[config.mk]
export PLATFORM = sky130hd
export DESIGN_NAME = csp_clock_select
export DESIGN_NICKNAME = d
export VERILOG_FILES = /design/src/csp_pkg.sv /design/src/csp_div_if.sv /design/src/csp_clock_select.sv /design/src/csp_prescaler.sv
export SDC_FILE = /design/constraint.sdc
export NUM_CORES = 1
export LEC_CHECK = 0
export ABC_AREA = 1
export ABC_CLOCK_PERIOD_IN_PS = 5200
export BUFFER_PORTS_ARGS = -buffer_cell sky130_fd_sc_hd__buf_2
export CORE_UTILIZATION = 62
export DETAILED_ROUTE_END_ITERATION = 12
export PLACE_DENSITY = 0.95
export RECOVER_POWER = 25
export REMOVE_ABC_BUFFERS = 1
export SLEW_MARGIN = 20
export SYNTH_ARGS = -nofsm -noshare
export SYNTH_HDL_FRONTEND = slang
export SYNTH_SLANG_ARGS = --single-unit
[constraint.sdc]
create_clock -name i_clk -period 5.2 [get_ports i_clk]
set_input_delay 1.04 -clock i_clk [delete_from_list [all_inputs] [get_ports i_clk]]
set_output_delay 1.04 -clock i_clk [all_outputs]
set_load 0.05 [all_outputs]
[src/csp_pkg.sv]
// What this block does
// RQ1: selector 11 runs the system clock straight from the external clock pin.
// RQ2: selector 10 with vco bypass flag 1 divides the oscillator clock.
// RQ3: prescaler oscillator is either the crystal input or the internal source.
// RQ4: division factor is divider value plus one; system clock is oscillator over it.
// RQ5: factor 1 passes the oscillator through, keeping its own duty cycle.
// RQ6: factors reach 1024, giving oscillator frequency over 1024 as the slowest clock.
// RQ7: selector 00 runs the system clock from the wakeup clock, undivided.
// RQ8: selector 10 with bypass 0 passes the pll clock; source changes never shorten a pulse.
package csp_pkg;

    // ------------------------------------------------------------
    // selector codes and field widths
    // ------------------------------------------------------------
    localparam logic [1:0] CSP_SEL_WAKEUP = 2'h0;
    localparam logic [1:0] CSP_SEL_PLL_PRE = 2'h2;
    localparam logic [1:0] CSP_SEL_DIRECT = 2'h3;
    localparam int CSP_DIV_W = 10;
    localparam int CSP_NUM_PINS = 5;

    // ------------------------------------------------------------
    // positions of the clock pins in the synchroniser vector
    // ------------------------------------------------------------
    localparam int CSP_PIN_EXT = 0;
    localparam int CSP_PIN_XTAL = 1;
    localparam int CSP_PIN_INT = 2;
    localparam int CSP_PIN_WAKE = 3;
    localparam int CSP_PIN_PLL = 4;

    // ------------------------------------------------------------
    // types and reset values
    // ------------------------------------------------------------
    typedef enum logic [1:0] {
        CSP_SRC_WAKE,
        CSP_SRC_DIRECT,
        CSP_SRC_PRESCALE,
        CSP_SRC_PLL
    } csp_src_t;

    typedef enum logic [1:0] {
        CSP_ST_RUN,
        CSP_ST_PARK_OLD,
        CSP_ST_WAIT_NEW
    } csp_state_t;

    localparam csp_src_t CSP_RST_SRC = CSP_SRC_WAKE;
    localparam logic CSP_RST_OSC = 1'h0;
    localparam logic [CSP_DIV_W-1:0] CSP_RST_CNT = 10'h000;
    localparam logic [2:0] CSP_RUN_SAT = 3'h7;

endpackage : csp_pkg

[src/csp_div_if.sv]
interface csp_div_if;
    logic osc_level;
    logic [csp_pkg::CSP_DIV_W-1:0] div_value;
    logic div_clk;

    modport ctrl (output osc_level, output div_value, input div_clk);
    modport div (input osc_level, input div_value, output div_clk);
endinterface : csp_div_if

[src/csp_clock_select.sv]
module csp_clock_select (
    input wire logic i_clk,
    input wire logic i_nrst,
    input wire logic [1:0] i_clock_source_select,
    input wire logic i_vco_bypass_flag,
    input wire logic [csp_pkg::CSP_DIV_W-1:0] i_output_divider_value,
    input wire logic i_osc_source_select,
    input wire logic i_external_clock_pin_input,
    input wire logic i_crystal_input_pin,
    input wire logic i_internal_clock_source,
    input wire logic i_wakeup_clock,
    input wire logic i_pll_clock,
    output logic o_system_clock,
    output logic o_switch_busy,
    output logic [1:0] o_active_source
);

    // ------------------------------------------------------------
    // pin synchronisers
    // ------------------------------------------------------------
    logic [csp_pkg::CSP_NUM_PINS-1:0] pins;
    logic [csp_pkg::CSP_NUM_PINS-1:0] sync1_r;
    logic [csp_pkg::CSP_NUM_PINS-1:0] sync2_r;

    assign pins = {i_pll_clock, i_wakeup_clock, i_internal_clock_source,
                   i_crystal_input_pin, i_external_clock_pin_input};

    genvar g;
    generate
        for (g = 0; g < csp_pkg::CSP_NUM_PINS; g++) begin : g_sync
            always_ff @(posedge i_clk or negedge i_nrst) begin
                if (!i_nrst) begin
                    sync1_r[g] <= 1'b0;
                    sync2_r[g] <= 1'b0;
                end else begin
                    sync1_r[g] <= pins[g];
                    sync2_r[g] <= sync1_r[g];
                end
            end
        end
    endgenerate

    // ------------------------------------------------------------
    // prescaler
    // ------------------------------------------------------------
    csp_div_if dif ();
    logic cur_osc_r;

    // oscillator follows the committed choice so the divider never swaps mid-run
    assign dif.osc_level = cur_osc_r ? sync2_r[csp_pkg::CSP_PIN_INT]
                                     : sync2_r[csp_pkg::CSP_PIN_XTAL]; // RQ3
    assign dif.div_value = i_output_divider_value;

    csp_prescaler u_prescaler (
        .i_clk(i_clk),
        .i_nrst(i_nrst),
        .dif(dif)
    );

    // ------------------------------------------------------------
    // source decode and level of a source
    // ------------------------------------------------------------
    function automatic csp_pkg::csp_src_t decode_src(input logic [1:0] sel, input logic byp);
        csp_pkg::csp_src_t s;
        s = csp_pkg::CSP_SRC_WAKE;
        if (sel == csp_pkg::CSP_SEL_DIRECT) begin
            s = csp_pkg::CSP_SRC_DIRECT; // RQ1
        end else if (sel == csp_pkg::CSP_SEL_PLL_PRE) begin
            s = byp ? csp_pkg::CSP_SRC_PRESCALE : csp_pkg::CSP_SRC_PLL; // RQ2 RQ8
        end
        // 00 and the unused 01 both fall back to the wakeup clock
        return s; // RQ7
    endfunction : decode_src

    function automatic logic level_of(input csp_pkg::csp_src_t s,
                                      input logic [csp_pkg::CSP_NUM_PINS-1:0] v,
                                      input logic dv);
        logic l;
        l = 1'b0;
        unique case (s)
            csp_pkg::CSP_SRC_WAKE: l = v[csp_pkg::CSP_PIN_WAKE];
            csp_pkg::CSP_SRC_DIRECT: l = v[csp_pkg::CSP_PIN_EXT];
            csp_pkg::CSP_SRC_PRESCALE: l = dv;
            csp_pkg::CSP_SRC_PLL: l = v[csp_pkg::CSP_PIN_PLL];
        endcase
        return l;
    endfunction : level_of

    // ------------------------------------------------------------
    // glitch-free switch
    // ------------------------------------------------------------
    csp_pkg::csp_state_t state_r, state_nxt;
    csp_pkg::csp_src_t cur_src_r, cur_src_nxt, tgt_src_r, tgt_src_nxt, req_src;
    logic cur_osc_nxt;
    logic tgt_osc_r;
    logic tgt_osc_nxt;
    logic cur_level;
    logic sys_r;
    logic sys_nxt;
    logic change;

    assign req_src = decode_src(i_clock_source_select, i_vco_bypass_flag);
    assign cur_level = level_of(cur_src_r, sync2_r, dif.div_clk);
    assign change = (req_src != cur_src_r) ||
                    (req_src == csp_pkg::CSP_SRC_PRESCALE && i_osc_source_select != cur_osc_r);

    always_comb begin
        state_nxt = state_r;
        cur_src_nxt = cur_src_r;
        cur_osc_nxt = cur_osc_r;
        tgt_src_nxt = tgt_src_r;
        tgt_osc_nxt = tgt_osc_r;
        sys_nxt = 1'b0;
        unique case (state_r)
            csp_pkg::CSP_ST_RUN: begin
                sys_nxt = cur_level; // RQ1 RQ7 RQ8
                if (change) begin
                    tgt_src_nxt = req_src;
                    tgt_osc_nxt = i_osc_source_select;
                    state_nxt = csp_pkg::CSP_ST_PARK_OLD;
                end
            end
            csp_pkg::CSP_ST_PARK_OLD: begin
                // let the running high phase finish, then hold low
                sys_nxt = cur_level & sys_r; // RQ8
                if (!cur_level) begin
                    cur_src_nxt = tgt_src_r;
                    cur_osc_nxt = tgt_osc_r;
                    state_nxt = csp_pkg::CSP_ST_WAIT_NEW;
                end
            end
            csp_pkg::CSP_ST_WAIT_NEW: begin
                // joining mid-high would emit a short pulse, so wait for low
                if (!cur_level) begin
                    state_nxt = csp_pkg::CSP_ST_RUN; // RQ8
                end
            end
            default: begin
                // unused state code: recover to run on the committed source
                state_nxt = csp_pkg::CSP_ST_RUN;
            end
        endcase
    end

    always_ff @(posedge i_clk or negedge i_nrst) begin
        if (!i_nrst) begin
            state_r <= csp_pkg::CSP_ST_RUN;
            cur_src_r <= csp_pkg::CSP_RST_SRC;
            cur_osc_r <= csp_pkg::CSP_RST_OSC;
            tgt_src_r <= csp_pkg::CSP_RST_SRC;
            tgt_osc_r <= csp_pkg::CSP_RST_OSC;
            sys_r <= 1'b0;
            o_switch_busy <= 1'b0;
            o_active_source <= 2'h0;
        end else begin
            state_r <= state_nxt;
            cur_src_r <= cur_src_nxt;
            cur_osc_r <= cur_osc_nxt;
            tgt_src_r <= tgt_src_nxt;
            tgt_osc_r <= tgt_osc_nxt;
            sys_r <= sys_nxt;
            o_switch_busy <= (state_nxt != csp_pkg::CSP_ST_RUN);
            o_active_source <= cur_src_nxt;
        end
    end

    assign o_system_clock = sys_r;

    // ------------------------------------------------------------
    // checks
    // ------------------------------------------------------------
    logic [2:0] run_cnt_r;
    logic steady;
    logic unity_div;

    always_ff @(posedge i_clk or negedge i_nrst) begin
        if (!i_nrst) begin
            run_cnt_r <= 3'h0;
        end else if (state_r != csp_pkg::CSP_ST_RUN) begin
            run_cnt_r <= 3'h0;
        end else if (run_cnt_r != csp_pkg::CSP_RUN_SAT) begin
            run_cnt_r <= run_cnt_r + 3'h1;
        end
    end

    assign steady = (run_cnt_r == csp_pkg::CSP_RUN_SAT) && (state_r == csp_pkg::CSP_ST_RUN);
    assign unity_div = (i_output_divider_value == 10'h000);
endmodule : csp_clock_select

[src/csp_prescaler.sv]
module csp_prescaler (
    input wire logic i_clk,
    input wire logic i_nrst,
    csp_div_if.div dif
);

    logic prev_r;
    logic [csp_pkg::CSP_DIV_W-1:0] cnt_r;
    logic [csp_pkg::CSP_DIV_W-1:0] cnt_nxt;
    logic out_r;
    logic out_nxt;
    logic rise;
    logic wrap;
    logic [csp_pkg::CSP_DIV_W:0] half;

    // ------------------------------------------------------------
    // divider: counts oscillator rising edges, factor = value + 1
    // ------------------------------------------------------------
    assign rise = dif.osc_level & ~prev_r;
    assign wrap = rise && (cnt_r >= dif.div_value);
    // high for the first half of the period, odd factors high one longer
    assign half = ({1'b0, dif.div_value} + 11'h002) >> 1;

    always_comb begin
        cnt_nxt = cnt_r;
        if (wrap) begin
            cnt_nxt = csp_pkg::CSP_RST_CNT; // RQ4
        end else if (rise) begin
            cnt_nxt = cnt_r + 10'h001;
        end
        if (dif.div_value == csp_pkg::CSP_RST_CNT) begin
            out_nxt = dif.osc_level; // RQ5
        end else begin
            out_nxt = ({1'b0, cnt_nxt} < half); // RQ4 RQ6
        end
    end

    always_ff @(posedge i_clk or negedge i_nrst) begin
        if (!i_nrst) begin
            prev_r <= 1'b0;
            cnt_r <= csp_pkg::CSP_RST_CNT;
            out_r <= 1'b0;
        end else begin
            prev_r <= dif.osc_level;
            cnt_r <= cnt_nxt;
            out_r <= out_nxt;
        end
    end

    assign dif.div_clk = out_r;

    // ------------------------------------------------------------
    // checks: period in oscillator edges equals the factor
    // ------------------------------------------------------------
    logic [csp_pkg::CSP_DIV_W:0] seen_r;
    logic k_chg_r;
    logic [csp_pkg::CSP_DIV_W-1:0] k_last_r;

    always_ff @(posedge i_clk or negedge i_nrst) begin
        if (!i_nrst) begin
            seen_r <= 11'h000;
            k_chg_r <= 1'b1;
            k_last_r <= csp_pkg::CSP_RST_CNT;
        end else begin
            k_last_r <= dif.div_value;
            if (wrap) begin
                seen_r <= 11'h000;
                k_chg_r <= 1'b0;
            end else begin
                if (rise) begin
                    seen_r <= seen_r + 11'h001;
                end
                if (dif.div_value != k_last_r) begin
                    k_chg_r <= 1'b1;
                end
            end
        end
    end
endmodule : csp_prescaler

-- After elaboration in Yosys (flattened, before gate mapping)
Index checks and enable logic that the tools add are counted.
- register bits after elaboration: 32
- input port bits: 21
- output and inout port bits: 4
- word-level logic and storage cells: 60
- add/subtract/negate cells: 2
- magnitude comparators: 2
- eq/ne operators: 10
- muxes and demuxes: 13
- bitwise logic cells: 4
- reduce and logical (&&, ||, !) cells: 9
- operators with widths (kind ; number):
    10-bit 2-to-1 mux ; 2
    2-bit == test, second input constant ; 6
    10-bit by 2-bit adder with 11-bit output, second input constant ; 1
    10-bit by 1-bit adder with 10-bit output, second input constant ; 1
    10-bit greater-or-equal comparator ; 1
    10-bit zero test ; 1
    10-bit < comparator ; 1
    2-bit 2-to-1 mux ; 5
    2-bit case mux with 3 select lines ; 1
    2-bit by 1-bit == test with 1-bit output, second input constant ; 2
    2-bit zero test ; 2
    1-bit case mux with 4 select lines ; 1
    2-bit AND reduction ; 2
    1-bit 2-to-1 mux ; 3
    1-bit AND ; 2
    1-bit logical AND ; 2
    2-bit != test ; 1
    1-bit inverter ; 2
    1-bit case mux with 2 select lines ; 1
    2-bit nonzero test ; 1
    1-bit logical OR ; 1
    1-bit != test ; 1

-- Logic depth before layout (Yosys ltp)
- depth after elaboration: 9
- depth in mapped cells: 19
- mapped depth without buffers: 19

-- By module
Synthesis repeated with hierarchy kept, for this count alone.
- cell total of the unflattened synthesis: 243
- area total of the unflattened synthesis: 2006.9 um^2
- by module, submodules not included (module ; instances ; cells an instance ; area an instance (um^2) ; seq. area each (um^2)):
    csp_prescaler ; 1 ; 162 ; 1202.4 ; 300.3
    csp_clock_select ; 1 ; 81 ; 804.5 ; 500.5

-- Least setup slack after synthesis
No wires, ideal clock.
- path type: in2reg
- from: input i_output_divider_value[9] (netlist bit)
- to: register u_prescaler.out_r (netlist: u_prescaler.dif.div_clk)
- setup time: 65 ps
- data arrival time: 2953 ps
- required time: 5135 ps
- path slack: 2182 ps
- stages: 15
- path buffers: 0
- cell sequence: inv_1 -> ha_1 -> a21o_1 -> nor2_1 -> nand3_1 -> nand2_1 -> inv_1 -> nor3b_1 -> ha_1 -> a21oi_1 -> nand3b_1 -> a21oi_1 -> nor3b_1 -> nand2_1 -> nand2_1
- longest elaborated chain between the ends: 5
- elaborated cells on any way between the ends: 7
- those cells by class: add/sub (1); order compare (2); mux (2); reduce/logical (2)
- ends and longest elaborated chain (what ; RTL line ; text):
    from (decl) ; csp_clock_select.sv:6 ; input wire logic [csp_pkg::CSP_DIV_W-1:0] i_output_divider_value,
    10-bit greater-or-equal comparator ; csp_prescaler.sv:20 ; assign wrap = rise && (cnt_r >= dif.div_value);
    1-bit logical AND ; csp_prescaler.sv:20 ;
    10-bit 2-to-1 mux ; csp_prescaler.sv:26 ; if (wrap) begin
    via u_prescaler.cnt_nxt (one bit) ; csp_prescaler.sv:9 ; logic [csp_pkg::CSP_DIV_W-1:0] cnt_nxt;
    10-bit < comparator ; csp_prescaler.sv:34 ; out_nxt = ({1'b0, cnt_nxt} < half);
    1-bit 2-to-1 mux ; csp_prescaler.sv:31 ; if (dif.div_value == csp_pkg::CSP_RST_CNT) begin
    via u_prescaler.out_nxt ; csp_prescaler.sv:11 ; logic out_nxt;
    to (signal assigned) ; csp_prescaler.sv:46 ; out_r <= out_nxt;
    to (decl) ; csp_prescaler.sv:10 ; logic out_r;
The timed path passes the listed nets, and every way through them passes these cells.
A chain may end at the register's enable or synchronous reset.

-- Worst setup path in the final report
Ends and elaborated chain as after synthesis.

==> flow_summary_export.csv <==
group,metric,value,unit
cells_and_area,synthToLayoutAreaGrowth,12.9,%
setup_path,critPathMaxFanout,6,
route,antenna_left,0,
synthesis,synthesis.area_per_instance,8.49,µm²
clock_network,cts-buffers-inserted,5,
clock_network,clkSinkCount,32,
power,power.density,459,nW/µm²
cells_and_area,final_util,0.766,
clock_network,cts_hold_buffers,0,
clock_network,cts_htree_levels,2,
synthesis,netlist-cell-type-count,28,
route,drt_iter0_markers,53,
timing,hold_slack,360,ps
setup_path,cp_startpoint_kind,"primary input",
setup_path,worst_ep_required_time,5500,ps
setup_path,critical_path.max_stage_delay,340,ps
route,wl_per_cell,13.0,µm
placed_design,detailedPlacementHpwl,2.94,mm
route,dr_total_vias,1580,
grt,grt_antenna_before_repair,0,
setup_path,worst-r2r-setup-slack,2580,ps
floorplanning,die_width,57.9,µm
clock_network,post-cts-setup-buffer-count,0,
timing,rsz0062_at_grt,"no",
run,cap_viol_max_count,1,
setup_path,cp.arrival,3370,ps
clock_network,ctsResizeCount,0,
clock_network,clock_tree.root_cell,"clkbuf_4",
worst_hold_path,worstHoldStart,"sync1_r[4]",
worst_hold_path,holdPathEnd,"sync2_r[4]",
outcome,violations,"max-capacitance violations, max-slew violations",
cells_and_area,mostFrequentLayoutCell,"nand2_1",
timing,timing.final.setup_violations,0,
worst_hold_path,hold_path.class,"reg -> reg",
synthesis,syn_area,1940,µm²
clock_network,worstSkewPairLatency,350,ps
cells_and_area,nFillCells,209,
timing,finalHoldViolations,0,
grt,grt_pass1_vias,1552,
setup_path,cp_cell_sequence,"buf_2 > inv_1 > ha_1 > nand2_1 > nor2_1 > nand3_1 > nand3_1 > nand2_1 > inv_1 > a21oi_1 > o21ai_0 > inv_1 > ha_1 > a21oi_1 > a21oi_1 > nor3b_1 > nand2_1 > nand2_1",
placed_design,placer_s_final_routability_congestion_estimate,0.907,
timing,tightestPinTransition,1590,ps
power,vdd.ir_drop.worst,0.000309,V
floorplanning,floorplan.initialDensity,0.679,
grt,grt_pass1_wl,6.53,mm
floorplanning,standard_cell_row_count,19,
setup_path,r2r-start,"u_prescaler.cnt_r[5]",
grt,grt_start_max_net_pins,33,
timing,maxSlewViolCount,33,
setup_path,critical-path-top-cell-by-count,"nand2_1",
clock_network,clk_pin_slew,110,ps
timing,fin_skew,20.1,ps
setup_path,critical-path-slowest-cell,"ha_1",
outcome,run_status,"finished, violations left",
route,avgViaCountPerCell,5.43,
route,finalWirelength,3.80,mm
placed_design,port-buffer-count,24,
cells_and_area,nets,301,
route,remaining_drc_errors,0,
floorplanning,floorplan.io_pins,25,
cells_and_area,drive_above_1_share,0.169,
route,first_pass_drt_iterations,4,
timing,timing.fmax,0.325,GHz
setup_path,r2r.worst_path.cells,15,
placed_design,place_inst,283,
cells_and_area,most_frequent_cells_in_the_layout,"nand2_1, inv_1, dfrtp_1",
synthesis,netlist_instances,228,
cells_and_area,final_cells,291,
clock_network,cts_tree,"done",
clock_network,clockBufferDepth,2,
floorplanning,core-area,2850,µm²
synthesis,synth-seq-cells,32,
timing,fin_crit,3080,ps
setup_path,reg2reg_to,"u_prescaler.dif.div_clk",
floorplanning,design.die.area,3350,µm²
grt,grt.overflow.total,0,
worst_hold_path,timing.hold.worst_path_depth,0,
grt,grt_util_all_layers,0.265,
floorplanning,die_height,57.9,µm
power,static-leakage-power,1.19,nW
setup_path,critPathCaptureType,"flop",
timing,max-slew-margin-rel,-0.0573,
timing,setup-tns-final,0,ps
cells_and_area,num_antenna_cells,0,
synthesis,synth.yosys.warnings,0,
setup_path,setup.worst_path.class,"in -> reg",
synthesis,synth.yosys.seq_area_share,0.414,
timing,final_worst_path_cycle_share,0.592,
sequential cells by signal, indices dropped and copies added, names as in the netlist:
name and cells:
u_prescaler.cnt_r 10, sync1_r 5, sync2_r 5, cur_src_r 2
state_r 2, tgt_src_r 2, cur_osc_r 1, o_switch_busy 1
o_system_clock 1, tgt_osc_r 1, u_prescaler.dif.div_clk 1, u_prescaler.prev_r 1
per-stage QoR:
stage | instance area (µm²) | power [mW] | setup slack [ps]
2_1_floorplan | 1940 | 0.678 | 2180
5_1_grt | 2180 | 1.08 | 1990
3_5_place_dp | 2090 | 0.784 | 1790
6_report | 2180 | 1.00 | 2120
3_3_place_gp | 2090 | 0.762 | 1930
4_1_cts | 2190 | 1.00 | 2150
metal layers:
| layer | track usage | vias to the layer above | part of all wire |
|---|---|---|---|
| met1 | 0.319 | 737 | 0.45 |
| li1 | - | 803 | - |
| met2 | 0.448 | 30 | 0.49 |
| met4 | 0.119 | 0 | 0.018 |
| met5 | 0 | - | 0 |
| met3 | 0.0670 | 10 | 0.040 |
synth_stat cells, drive strengths merged:
library cell,count,share of area
a21o,1,0.0039
nor3,3,0.0078
ha,21,0.14
nand3b,1,0.0039
nand4,6,0.023
dfrtp,32,0.41
nor3b,3,0.012
nand3,11,0.031
nand2,51,0.11
inv,37,0.072
a21oi,13,0.034
or2,1,0.0032
o21ai,11,0.030
o2111ai,1,0.0045
xor2,9,0.041
mux2,2,0.012
xnor2,2,0.0091
nor2,21,0.052
and3,1,0.0032
o21a,1,0.0039
worst max-delay path by stage:
stage                         startpoint                      end  cells after the start  slack [ps]
5_1_grt        i_output_divider_value[8]  u_prescaler.dif.div_clk                     18        1990
6_report       i_output_divider_value[9]  u_prescaler.dif.div_clk                     18        2120
2_1_floorplan  i_output_divider_value[9]  u_prescaler.dif.div_clk                     15        2180
3_3_place_gp   i_output_divider_value[9]  u_prescaler.dif.div_clk                     16        1930
4_1_cts        i_output_divider_value[8]  u_prescaler.dif.div_clk                     18        2150
3_5_place_dp   i_output_divider_value[9]  u_prescaler.dif.div_clk                     16        1790
worst max-delay path: cells and delay by family:
family                   cells  cell delay [ps]
buffers and inverters        4              460
AO/OA/AOI/OAI                4              380
AND/OR/NAND/NOR              8              840
adder cells (fa/ha/maj)      2              630
report_power, final:
part / total [mW] / internal, mW / switching, mW / leakage (nW)
registers: 0.379 / 0.318 / 0.0603 / 0.392
logic: 0.410 / 0.144 / 0.266 / 0.747
clock network: 0.214 / 0.128 / 0.0867 / 0.0515
cells by family (layout without fill, tap and decap cells):
logic type / count (synthesis) / in the layout / share of synthesized area
muxes: 2 / 2 / 0.0116
DFF: 32 / 32 / 0.414
AOI/OAI and AO/OA: 27 / 27 / 0.0763
buffers and inverters: 37 / 69 / 0.0718
and+or+nand+nor: 98 / 98 / 0.241
xor gates and xnor gates: 11 / 11 / 0.0498
adders and majority gates: 21 / 21 / 0.136
cell type report:
| class | instances | area, µm² | share of cell area |
|---|---|---|---|
| well taps | 31 | 38.8 | 0.0178 |
| multi-input cells | 159 | 992 | 0.454 |
| flip-flops and latches | 32 | 801 | 0.367 |
| repair buffers | 24 | 119 | 0.0544 |
| clock buffers | 7 | 65.1 | 0.0298 |
| clock inverters | 1 | 30.0 | 0.0137 |
| inverters | 37 | 139 | 0.0636 |
Power figures use the tool's default switching activity.
